### config.mk
export PLATFORM = sky130hd
export DESIGN_NAME = tab_stop_ctl
export DESIGN_NICKNAME = d
export VERILOG_FILES = /design/src/shared/tab_pkg.sv /design/src/shared/tab_mem_if.sv /design/src/hw/slot_clock.sv /design/src/hw/tab_mem.sv /design/src/hw/tab_stop_ctl.sv
export VERILOG_INCLUDE_DIRS = /design/src /design/src/shared
export SDC_FILE = /design/constraint.sdc
export NUM_CORES = 1
export LEC_CHECK = 0
export BUFFER_PORTS_ARGS = -buffer_cell sky130_fd_sc_hd__buf_2
export CORE_MARGIN = 2
export CORE_UTILIZATION = 48
export DETAILED_ROUTE_END_ITERATION = 6
export MAX_ROUTING_LAYER = met4
export PLACE_DENSITY = 0.63
export SLEW_MARGIN = 40
export SYNTH_ARGS = -nofsm -noshare
export SYNTH_HDL_FRONTEND = slang
export SYNTH_HIERARCHICAL = 1
export SYNTH_SLANG_ARGS = --single-unit
### constraint.sdc
create_clock -name mclk -period 7.7 [get_ports mclk]
set_input_delay 0.385 -clock mclk [delete_from_list [all_inputs] [get_ports mclk]]
set_output_delay 0.385 -clock mclk [all_outputs]
set_load 0.02 [all_outputs]
### src/shared/tab_cfg.svh
`ifndef TAB_CFG_SVH
`define TAB_CFG_SVH
`define TAB_CLK_MHZ        50
`define TAB_SLOT_NS        1000
`define TAB_SLOT_CYC       ((`TAB_SLOT_NS * `TAB_CLK_MHZ) / 1000)
`define TAB_MCLR_US        1500
`define TAB_MCLR_CYC       (`TAB_MCLR_US * `TAB_CLK_MHZ)
`define TAB_CHAR_SET       8'h31
`define TAB_CHAR_CLR       8'h30
`define TAB_CHAR_MCLR      8'h4d
`define TAB_SEARCH_TC      3'h0
`define TAB_ADDR_W         8
`endif

### src/shared/tab_pkg.sv
package tab_pkg;
    typedef enum logic [3:0] {
        WR_IDLE = 4'b0001,
        WR_WAIT = 4'b0010,
        WR_DONE = 4'b0100,
        WR_MCLR = 4'b1000
    } wr_state_t;
    typedef logic [7:0] tab_addr_t;
endpackage

### src/shared/tab_mem_if.sv
`timescale 1ns/1ps
interface tab_mem_if;
    logic [7:0] addr;
    logic       we;
    logic       wdata_n;
    logic       rdata_n;
    modport ctrl (output addr, output we, output wdata_n, input rdata_n);
    modport mem  (input addr, input we, input wdata_n, output rdata_n);
endinterface

### src/hw/slot_clock.sv
`timescale 1ns/1ps
`include "tab_cfg.svh"
module slot_clock (
    // Clock and reset.
    input  wire logic mclk,
    input  wire logic rst,
    // Slot timing.
    output logic      rise,
    output logic      fall,
    output logic      low_phase
);
    localparam int HALF = `TAB_SLOT_CYC / 2;
    logic [5:0] cnt_q;
    always_ff @(posedge mclk) begin
        if (rst || cnt_q == 6'(`TAB_SLOT_CYC - 1))
            cnt_q <= 6'h00;
        else
            cnt_q <= cnt_q + 6'h01;
    end
    assign rise      = (cnt_q == 6'h00);
    assign fall      = (cnt_q == 6'(HALF));
    assign low_phase = (cnt_q >= 6'(HALF));
endmodule // slot_clock

### src/hw/tab_mem.sv
`timescale 1ns/1ps
module tab_mem #(
    parameter int DEPTH = 256
) (
    // Clock and reset.
    input wire logic mclk,
    input wire logic rst,
    // Controller side.
    tab_mem_if.mem   port
);
    logic [DEPTH-1:0] stop_q;
    always_ff @(posedge mclk) begin
        if (rst)
            stop_q <= '0;
        else if (port.we)
            stop_q[port.addr] <= ~port.wdata_n;
    end
    assign port.rdata_n = ~stop_q[port.addr];
endmodule // tab_mem

### src/hw/tab_stop_ctl.sv
`timescale 1ns/1ps
`include "tab_cfg.svh"
module tab_stop_ctl #(
    parameter int MCLR_CYC = `TAB_MCLR_CYC
) (
    // Clock and reset.
    input  wire logic          mclk,
    input  wire logic          rst,
    // Terminal control, all from outside the clock domain.
    input  wire logic          command_arm_pulse,
    input  wire logic          char_input_strobe,
    input  wire logic [7:0]    char_code,
    input  wire logic          advance_request_n,
    input  wire logic          line_end_signal_n,
    input  wire tab_pkg::tab_addr_t x_msb,
    // Status and X register stepping.
    output logic               spacing_busy_n,
    output logic               step_pulse_n
);
    import tab_pkg::*;

    // Two-flop synchronisers; edges compare the second stage with a third flop.
    logic [4:0] s1_q, s2_q, s3_q;
    logic [7:0] c1_q, c2_q;
    tab_addr_t  x1_q, x2_q;
    always_ff @(posedge mclk) begin
        s1_q <= {command_arm_pulse, char_input_strobe, advance_request_n,
                 line_end_signal_n, 1'b0};
        s2_q <= s1_q;
        s3_q <= s2_q;
        c1_q <= char_code;
        c2_q <= c1_q;
        x1_q <= x_msb;
        x2_q <= x1_q;
    end
    wire arm_lvl   = s2_q[4];
    wire arm_fall  = s3_q[4] & ~s2_q[4];
    wire strb_rise = s2_q[3] & ~s3_q[3];
    wire adv_lo    = ~s2_q[2];
    wire adv_fall  = ~s3_q[2] & s2_q[2];
    wire adv_start = s3_q[2] & ~s2_q[2];
    wire eol_lo    = ~s2_q[1];

    logic rise, fall, low_phase;
    slot_clock u_clk (
        .mclk      (mclk),
        .rst       (rst),
        .rise      (rise),
        .fall      (fall),
        .low_phase (low_phase)
    );

    tab_mem_if mif ();
    tab_mem u_mem (
        .mclk (mclk),
        .rst  (rst),
        .port (mif.mem)
    );

    // Command flags.
    logic      arm_q, set_q, clr_q, mclr_q, search_q;
    logic [2:0] cnt_q;
    logic [31:0] mclr_cnt_q;
    tab_addr_t addr_q;
    wr_state_t st_q;
    logic      step_q;

    wire is_set  = (c2_q == `TAB_CHAR_SET);
    wire is_clr  = (c2_q == `TAB_CHAR_CLR);
    wire is_mclr = (c2_q == `TAB_CHAR_MCLR);
    wire armed_strb = arm_q & strb_rise;
    wire mclr_run   = (mclr_cnt_q != 32'h0);
    wire cmd_busy   = set_q | clr_q | mclr_run;
    wire busy       = cmd_busy | search_q;
    wire wr_ctl     = (st_q == WR_DONE);
    wire write_ok   = (st_q == WR_DONE) | (st_q == WR_MCLR);
    wire tc         = (cnt_q == 3'h7) & rise;
    wire tab_here   = ~mif.rdata_n;

    always_ff @(posedge mclk) begin
        if (rst)
            arm_q <= 1'b0;
        else if (cmd_busy)
            arm_q <= 1'b0;
        else if (arm_fall)
            arm_q <= 1'b1;
        else if (strb_rise & ~arm_lvl & ~is_set & ~is_clr & ~is_mclr)
            arm_q <= 1'b0;
    end

    always_ff @(posedge mclk) begin
        if (rst) begin
            set_q  <= 1'b0;
            clr_q  <= 1'b0;
            mclr_q <= 1'b0;
        end else begin
            if (st_q == WR_DONE && rise) begin
                set_q <= 1'b0;
                clr_q <= 1'b0;
            end else begin
                if (armed_strb & is_set)
                    set_q <= 1'b1;
                if (armed_strb & is_clr)
                    clr_q <= 1'b1;
            end
            if (mclr_run)
                mclr_q <= 1'b0;
            else if (armed_strb & is_mclr)
                mclr_q <= 1'b1;
        end
    end

    always_ff @(posedge mclk) begin
        if (rst)
            mclr_cnt_q <= 32'h0;
        else if (mclr_q & ~mclr_run)
            mclr_cnt_q <= 32'(MCLR_CYC);
        else if (mclr_run)
            mclr_cnt_q <= mclr_cnt_q - 32'h1;
    end

    // Write sequence: wait for slot rise, write in low phase, release on next rise.
    always_ff @(posedge mclk) begin
        if (rst)
            st_q <= WR_IDLE;
        else begin
            case (st_q)
                WR_IDLE: if (set_q | clr_q) st_q <= WR_WAIT;
                         else if (mclr_run) st_q <= WR_MCLR;
                WR_WAIT: if (rise) st_q <= WR_DONE;
                WR_DONE: if (rise) st_q <= WR_IDLE;
                WR_MCLR: if (!mclr_run) st_q <= WR_IDLE;
                default: st_q <= WR_IDLE;
            endcase
        end
    end

    always_ff @(posedge mclk) begin
        if (rst)
            addr_q <= '0;
        else if (st_q == WR_MCLR)
            addr_q <= rise ? addr_q + 8'h01 : addr_q;
        else
            addr_q <= x2_q;
    end

    assign mif.addr    = addr_q;
    assign mif.we      = write_ok & fall;
    assign mif.wdata_n = ~set_q | (st_q == WR_MCLR);

    // Search: step, wait to count 8, check memory, repeat.
    always_ff @(posedge mclk) begin
        if (rst) begin
            search_q <= 1'b0;
            cnt_q    <= 3'h0;
        end else if (eol_lo | ~search_q & ~adv_fall) begin
            search_q <= 1'b0;
            cnt_q    <= 3'h0;
        end else if (adv_fall & ~mclr_run) begin
            search_q <= 1'b1;
            cnt_q    <= 3'h0;
        end else if (tc & tab_here) begin
            search_q <= 1'b0;
            cnt_q    <= 3'h0;
        end else if (rise)
            cnt_q <= cnt_q + 3'h1;
    end

    always_ff @(posedge mclk) begin
        if (rst)
            step_q <= 1'b0;
        else
            step_q <= ~mclr_run &
                      (adv_start |
                       (search_q & ~eol_lo & tc & ~tab_here));
    end

    assign spacing_busy_n = ~busy;
    assign step_pulse_n   = ~step_q;
    wire unused = adv_lo ^ wr_ctl ^ low_phase ^ s2_q[0] ^ s3_q[0];
endmodule // tab_stop_ctl

Word level (Yosys, flattened, before mapping)
Index checks and enable logic that the tools add are counted.
{"block": "word_totals", "latch_bits": 0, "ram_bits": 0, "n_memories": 0, "word_cells": 120, "rom_bits": 0, "ff_bits": 359, "out_inout_bits": 2}
{"block": "op_classes", "div_mod_pow": 0, "reduce_logical": 15, "shifts": 0, "muxes": 19, "eq_ne": 15, "n_addsub": 4, "bitwise": 45, "n_lt_le_gt_ge": 2, "mul": 0}
{"op": "$bwmux W256", "n": 1}
{"op": "$mux W17", "n": 2}
{"op": "$reduce_bool A32 Y1", "n": 1}
{"op": "$sub A32 B1 Y32 const B", "n": 1}
{"op": "$and A1 B1 Y1", "n": 22}
{"op": "$mux W4", "n": 5}
{"op": "$eq A8 B6 Y1 const B", "n": 2}
{"op": "$mux W8", "n": 2}
{"op": "$not A1 Y1", "n": 16}
{"op": "$pmux W4 S4", "n": 1}
{"op": "$reduce_or A2 Y1", "n": 5}
{"op": "$lt A8 B9 Y1 const B", "n": 1}
{"op": "$add A8 B1 Y8 const B", "n": 1}
{"op": "$bmux W1 S8", "n": 1}
{"op": "$demux W1 S8", "n": 1}
{"op": "$eq A8 B7 Y1 const B", "n": 1}
{"op": "$ge A8 B1 Y1 const B", "n": 1}
{"op": "$ne A2 B2 Y1 const B", "n": 4}
{"op": "$or A1 B1 Y1", "n": 7}
{"op": "$add A6 B1 Y6 const B", "n": 1}
{"op": "$eq A6 B5 Y1 const B", "n": 1}
{"op": "$eq A6 B6 Y1 const B", "n": 1}
{"op": "$logic_not A6 Y1", "n": 1}
{"op": "$mux W1", "n": 6}
{"op": "other kinds (12)", "n": 15}

Longest topological paths before layout
Gate-level depths: netlist of run 1.
{"block": "depth", "depth_word": 8, "depth_mapped": 13}

Modules after synthesis
The synthesis of run 1 kept the hierarchy.
{"module": "tab_mem", "area_each_um2": 11583.6, "cells_each": 1147, "instances": 1}
{"module": "tab_stop_ctl", "area_each_um2": 3688.5, "cells_each": 368, "instances": 1}
{"module": "slot_clock", "area_each_um2": 325.3, "cells_each": 37, "instances": 1}

Least setup slack after synthesis of run 1
No wires, ideal clock.
{"block": "synth_timing", "path_type": "register to register", "start": "register addr_q[1]", "end": "register, netlist name cnt_q[1]", "period_less_slack_ns": 2.639, "path_stages_with_launch": 14, "setup_slack_ns": 5.061, "arrival_ns": 2.574, "n_path_buf": 3, "path_cell_list": "dfxtp_1 buf_2 buf_2 clkbuf_1 mux4_2 a22oi_1 a21oi_1 nor4_1 nor2_1 nor3_1 o22ai_1 nor2_1 o31ai_2 nor2_1"}
{"item": "start, declared", "line": "tab_stop_ctl.sv:64", "source": "tab_addr_t addr_q;"}
{"item": "start signal, assigned", "line": "tab_stop_ctl.sv:142", "source": "addr_q <= rise ? addr_q + 8'h01 : addr_q;"}
{"item": "start signal, assigned", "line": "tab_stop_ctl.sv:144", "source": "addr_q <= x2_q;"}

==> impl_results.md, run 1 <==
* Max-slew headroom at just over 40%
* Fin worst setup slack at ~3700 ps
* Total of warnings raised by yosys at 6
* Routed wire length per instance at 21.1 µm
* All-Layer GR Usage at around a quarter
* DRT Wirelength at 40000 µm
* GPL Wtd Cong at 0.791
* Pin count of the biggest net entering global routing at 132
* Port bufs at 23
* Max VDD drop at 0.000247 V
* Antenna diodes at 0
* Least-Margin Pin Slew at 879 ps
* Initial Utilization at between 40% and 50%
* Worst R2R Path Depth at 11
* Reg-to-reg setup timing slack at between 3000 and 4000 ps
* Setup CP Type: reg2reg
* Clk pin slew, worst setup/hold paths at 60 ps
* Slowest CP cell: dfxtp_4
* Register Area at between 0.007 and 0.008 mm²
* Root Driver: clkbuf_16
* Leak at around 0.0054 µW
* Multi-input logic area at 0.00767 mm²
* Max Cap Viol at 0
* Max FO, Critical Path at 45
* Worst-Skew Late Latency at 530 ps
* Post-layout nets at about 1500
* Die X at around 180 µm
* Capturing point of the worst reg2reg path: cnt_q[2]
* R2R Path Start: addr_q[0]
* Row count at 65
* Crit share post-route at between 50 and 60%
* Post-place setup slack at approximately 3700 ps
* Core Area at 0.0317 mm²
* First-pass GRT wire length at around 65000 µm
* Vias in the first global route at 11545
* Critical path required time at approximately 8200 ps
* Setup Total Neg Slack at 0 ps
* Max Clock Skew at 15.5 ps
* RSZ-0062 raised after global routing: false
* Post-DP HPWL at 21500 µm
* Buf+Inv Stages, Crit Path at 1
* Outcome: finished clean
* Fmax at 252 MHz
* Final hold viol count at 0
* Layout cells sized above 1 at 15.8%
* Die ar. at ~0.034 mm²
* Clock sink total at around 360
* DR vias at between 10000 and 15000
* Syn_nets at about 1600
* Hold endpoint: c2_q[6]
* CP delay by family, top: simple AND/OR/NAND/NOR gates
* H-tree depth at 2
* Initial antenna violation count at 0
* CP cell instances: buf_6, mux4_2, a22oi_1, a21oi_1, nor4_1, o22ai_1, nor3_1, o22ai_1, nor2_1, o31ai_2, nor2_1
* Critical path startpoint category: flop
* Gates resized, CTS repair at 0
* Hold_buf cts at 20
* Fill cell count at about 2800
* Iteration count of the initial detailed-routing pass at 5
* CTS Buffer Depth at 3
* Hold Crit Depth at 0
* Routed Antenna Nets at 0
* Drt drc at 0
* Hold_sp: c1_q[6]
* Io pins at 24
* Avg Cell Area, Syn at 10.1 µm²
* Fin crit period at about 4000 ps
* Crit path from: addr_q[0]
* Setup Viol. Count Final at 0
* Crit path DAT at between 4000 and 5000 ps
* Via/cell ratio at 6.59
* CTS tree: built
* Die Height at approximately 180 µm
* CTS buffer count at 39
* Total gr overflow at 0
* Post-Syn Instances at approximately 1500
* Mapped Area at ~0.016 mm²
* Power per Cell Area at between 200 and 300 mW/mm²
* Worst Hold Class: reg2reg
* Postcts setup bufs at 0
* Initial DRC count at 1248
* Max-slew violations at 0
* Worst path max stage delay at ~700 ps
* P&R area growth vs syn at 11.2%
* CP endpoint kind: flop
## cells in the final DEF, fill, tap and decap left out, types with 5 or more instances in the layout
cell and n:
a211oi_1 35, a21oi_1 270, a22oi_1 32, a311oi_1 236, and2_1 6, and3_1 38
buf_2 22, buf_4 29, clkbuf_1 5, clkbuf_16 41, clkbuf_8 5, clkinv_2 12
dfxtp_1 356, dlygate4sd3_1 20, ha_1 7, inv_1 9, mux2i_1 5, mux4_2 64
nand2_1 18, nand2b_1 7, nand3_1 10, nand4_1 7, nor2_1 75, nor2_4 10
nor2b_1 5, nor3_1 10, nor3_2 7, nor4_1 14, o211ai_1 5, o21ai_0 13
o31ai_1 5, or3_1 14, or4_1 8, xnor2_1 9, xor2_1 12
## worst max-delay path by stage
stage	endpoint	slack, ps	cells after the start
2_1_floorplan	cnt_q[1]	5060	13
3_3_place_gp	cnt_q[1]	3530	11
3_5_place_dp	cnt_q[2]	3660	11
4_1_cts	cnt_q[2]	3660	11
5_1_grt	cnt_q[1]	3440	11
6_report	cnt_q[2]	3730	11
## area by class of cell
| type | instances | share of cell area, % |
|---|---|---|
| clock inverters | 18 | 1.13 |
| clock buffers | 50 | 6.35 |
| flip-flops and latches | 358 | 41.4 |
| repair buffers | 78 | 3.66 |
| multi-input cells | 983 | 44.3 |
| well taps | 402 | 2.91 |
| inverters | 9 | 0.195 |
## per-stage QoR
step	std cells	area, µm²	hold WS, ps	total power (µW)	util (%)
CTS	1898	17300	326	5050	54.6
detailed placement	1810	15800	312	3150	49.9
global placement	1809	15700	312	3130	49.6
finish	1898	17300	325	5020	54.6
floorplan	1548	15600	310	2890	-
global route	1898	17300	330	5270	54.6
## flip-flops by register name, summed over array words and instances, names as in the netlist, 6 cells and up
| name | flops |
|---|---|
| addr_q | 8 |
| c1_q | 8 |
| c2_q | 8 |
| mclr_cnt_q | 32 |
| u_clk/cnt_q | 6 |
| u_mem/stop_q | 256 |
| x1_q | 8 |
| x2_q | 8 |
## power breakdown
group | internal [µW] | total (µW) | leakage, µW | switching (µW)
combinational | 380 | 1060 | 0.00189 | 682
sequential | 1940 | 2070 | 0.00291 | 126
clock | 1140 | 1890 | 0.000644 | 746
total | 3470 | 5020 | 0.00544 | 1550
## per-layer routing
layer | vias to the layer above | GRT usage [%] | share of wire, %
met1 | 6044 | 34.6 | 46
met5 | - | - | 0
met3 | 71 | 3.50 | 6.6
met2 | 434 | 36.1 | 45
li1 | 5956 | - | -
met4 | 0 | 6.66 | 2.3
Power figures use the tool's default switching activity.
==> run 2: changes to the inputs <==
==> constraint.sdc (replaced) <==
create_clock -name mclk -period 3.9 [get_ports mclk]
set_input_delay 0.195 -clock mclk [delete_from_list [all_inputs] [get_ports mclk]]
set_output_delay 0.195 -clock mclk [all_outputs]
set_load 0.02 [all_outputs]
==> run 2 against run 1 <==
  * Cell count increased by 1.6%
  * Sequential share of layout area down 0.55 points
  * Clock skew up 5.4 ps
  * Largest power group unchanged
  * Power up 99%
  * Core utilization up 0.73 points
  * Setup slack lost 3400 ps
  * Final area grew 1.3%
  * Highest routed layer unchanged
  * First-iteration DRC count grew 2.5%
==> impl_results.md, run 2 (synthesis gave the netlist of run 1 again) <==
* Clock sink total at 358 (unchanged)
* Worst path depth at 13 (+2)
* P&R area growth vs syn at 12.7%
* Top reg by flops: u_mem/stop_q
* Drt drc at 0 (unchanged)
* Power per Cell Area at 569 mW/mm² (+96%)
* Crit path from: addr_q[0]
* Die ar. at 0.0339 mm² (unchanged)
* Most frequent cells in the layout: 356 x dfxtp_1, 270 x a21oi_1, 236 x a311oi_1
* Initial Utilization at 49.1% (unchanged)
* Reg-to-reg setup timing slack at 320 ps (-3400 ps)
* DR vias at 12633 (+1.0%)
* Row count at 65 (unchanged)
* Setup Total Neg Slack at 0 ps (unchanged)
* Leak at 0.00560 µW (+2.8%)
* Port bufs at 23 (unchanged)
* Buf+Inv Stages, Crit Path at 3 (+2)
* Hold Slack at 90.8 ps (-234 ps)
* Worst Hold Class: in2reg
* H-tree depth at 2 (unchanged)
* Fin crit period at 3580 ps (-397 ps)
* Io pins at 24 (unchanged)
* CTS buffer count at 39 (unchanged)
* Worst R2R Path Depth at 13 (+2)
* Fmax at 279 MHz (+11%)
* Final hold viol count at 0 (unchanged)
* Post-DP HPWL at 23400 µm (+8.7%)
* Die Height at 184 µm (unchanged)
* DRT Wirelength at 40800 µm (+1.9%)
* Clk pin slew, worst setup/hold paths at 60 ps (about the same)
* CP endpoint kind: flop
* Max Cap Viol at 0 (unchanged)
* CTS Buffer Depth at 3 (unchanged)
* Via/cell ratio at 6.55 (-0.60%)
* CP cell instances: buf_4, buf_4, mux4_2, a22oi_1, a21oi_1, nor4_1, nor2_1, nor3_1, buf_4, o22ai_1, nor2_1, o31ai_2, nor2_1
* Root Driver: clkbuf_16
* RSZ-0062 raised after global routing: false
* Critical path required time at 4370 ps (-3790 ps)
* Top Registers: u_mem/stop_q (256), mclr_cnt_q (32)
* Vias in the first global route at 11946 (+3.5%)
* Max VDD drop at 0.000440 V (+78%)
* Commonest non-fill, non-tap cell in the layout: dfxtp_1
* First-pass GRT wire length at 65900 µm (+1.9%)
* Initial antenna violation count at 0 (unchanged)
* Post-layout nets at 1526 (+1.9%)
* Pin count of the biggest net entering global routing at 124 (-6.1%)
* Layout cells sized above 1 at 17.3% (+1.4 points)
* Worst path max stage delay at 710 ps (+20 ps)
* Capturing point of the worst reg2reg path: cnt_q[1]
* CTS tree: built
* Slowest CP cell: dfxtp_4
* Routed wire length per instance at 21.1 µm (+0.27%)
* Critical path startpoint category: flop
* Die X at 184 µm (unchanged)
* CP delay by family, top: simple AND/OR/NAND/NOR gates
* Crit share post-route at 91.7% (+40 points)
* R2R Path Start: addr_q[0]
* Max FO, Critical Path at 26 (-42%)
* Max Clock Skew at 20.9 ps (+5.39 ps)
* Crit path DAT at 4050 ps (-390 ps)
* Outcome: finished clean
* Least-Margin Pin Slew at 722 ps (-157 ps)
* Max-slew headroom at 51.8% (+11 points)
* Antenna diodes at 0 (unchanged)
* Max reg flops at 256 (unchanged)
* Core Area at 0.0317 mm² (unchanged)
* GPL Wtd Cong at 0.792 (about the same)
* Worst-Skew Late Latency at 540 ps (about the same)
* Initial DRC count at 1279 (+2.5%)
* Total gr overflow at 0 (unchanged)
* Setup CP Type: reg2reg
* Iteration count of the initial detailed-routing pass at 5 (unchanged)
* All-Layer GR Usage at 24.6% (+0.34 points)
* Max-slew violations at 0 (unchanged)
* Critical Path End: cnt_q[1]
* Setup Viol. Count Final at 0 (unchanged)
* Routed Antenna Nets at 0 (unchanged)
==> run 2: cell types whose count changed in the layout (fill, tap and decap cells not counted), sizes merged <==
cell,delta
buf,+28
bufinv,-3
clkbuf,+13
clkinv,-9
clkinvlp,-1
inv,+3
==> run 2: power by group <==
part	internal (µW)	total (µW)	switching [µW]
sequential	3840	4120	275
clock	2220	3710	1490
combinational	796	2150	1360
total	6850	9980	3120
==> run 2: worst min path at each step <==
stage | startpoint | endpoint | slack (ps) | depth (start not counted)
2_1_floorplan | char_code[0] | c1_q[0] | 220 | 0
3_3_place_gp | x_msb[3] | x1_q[3] | 300 | 1
3_5_place_dp | char_code[0] | c1_q[0] | 300 | 1
4_1_cts | rst | addr_q[1] | 70 | 2
5_1_grt | rst | u_mem/stop_q[244] | 100 | 2
6_report | rst | addr_q[1] | 90 | 2
==> run 2: worst register-to-register path, cell delays in order, from the launching register on <==
cell,delay [ps]
dfxtp_4,710
buf_4,290
buf_4,240
mux4_2,530
a22oi_1,290
a21oi_1,100
nor4_1,390
nor2_1,130
nor3_1,230
buf_4,170
o22ai_1,80
nor2_1,130
o31ai_2,100
nor2_1,130
==> run 2: through the flow <==
stage               setup slack, ps  instance area [µm²]  utilization (%)  instances  power (µW)
floorplan                      1260                15600                -       1548        5710
global placement                339                16000             50.4       1837        6240
detailed placement              325                16000             50.6       1838        6300
CTS                             298                17500             55.3       1929       10000
global route                   92.7                17500             55.3       1929       10500
finish                          322                17500             55.3       1929        9980
==> run 2: area by class of cell <==
class	instances	area, µm²
clock inverter	8	78.8
tap	402	503
multi-input combinational	983	7650
inverter	9	33.8
fill	2772	14200
timing repair buffer	106	880
sequential	358	7170
clock buffer	63	1230
==> run 2: repair_timing <==
action	CTS	global route
hold buffers	20	0
endpoints found under the hold margin	20	0
gates resized for setup	0	0
setup buffers	0	0
==> run 2: metal layers <==
layer | up-vias | track usage (%) | wire length, µm
met1 | 6118 | 34.3 | 18700
met2 | 423 | 37.5 | 18800
met3 | 72 | 3.32 | 2420
li1 | 6020 | - | -
met4 | 0 | 7.17 | 891
met5 | - | - | 0
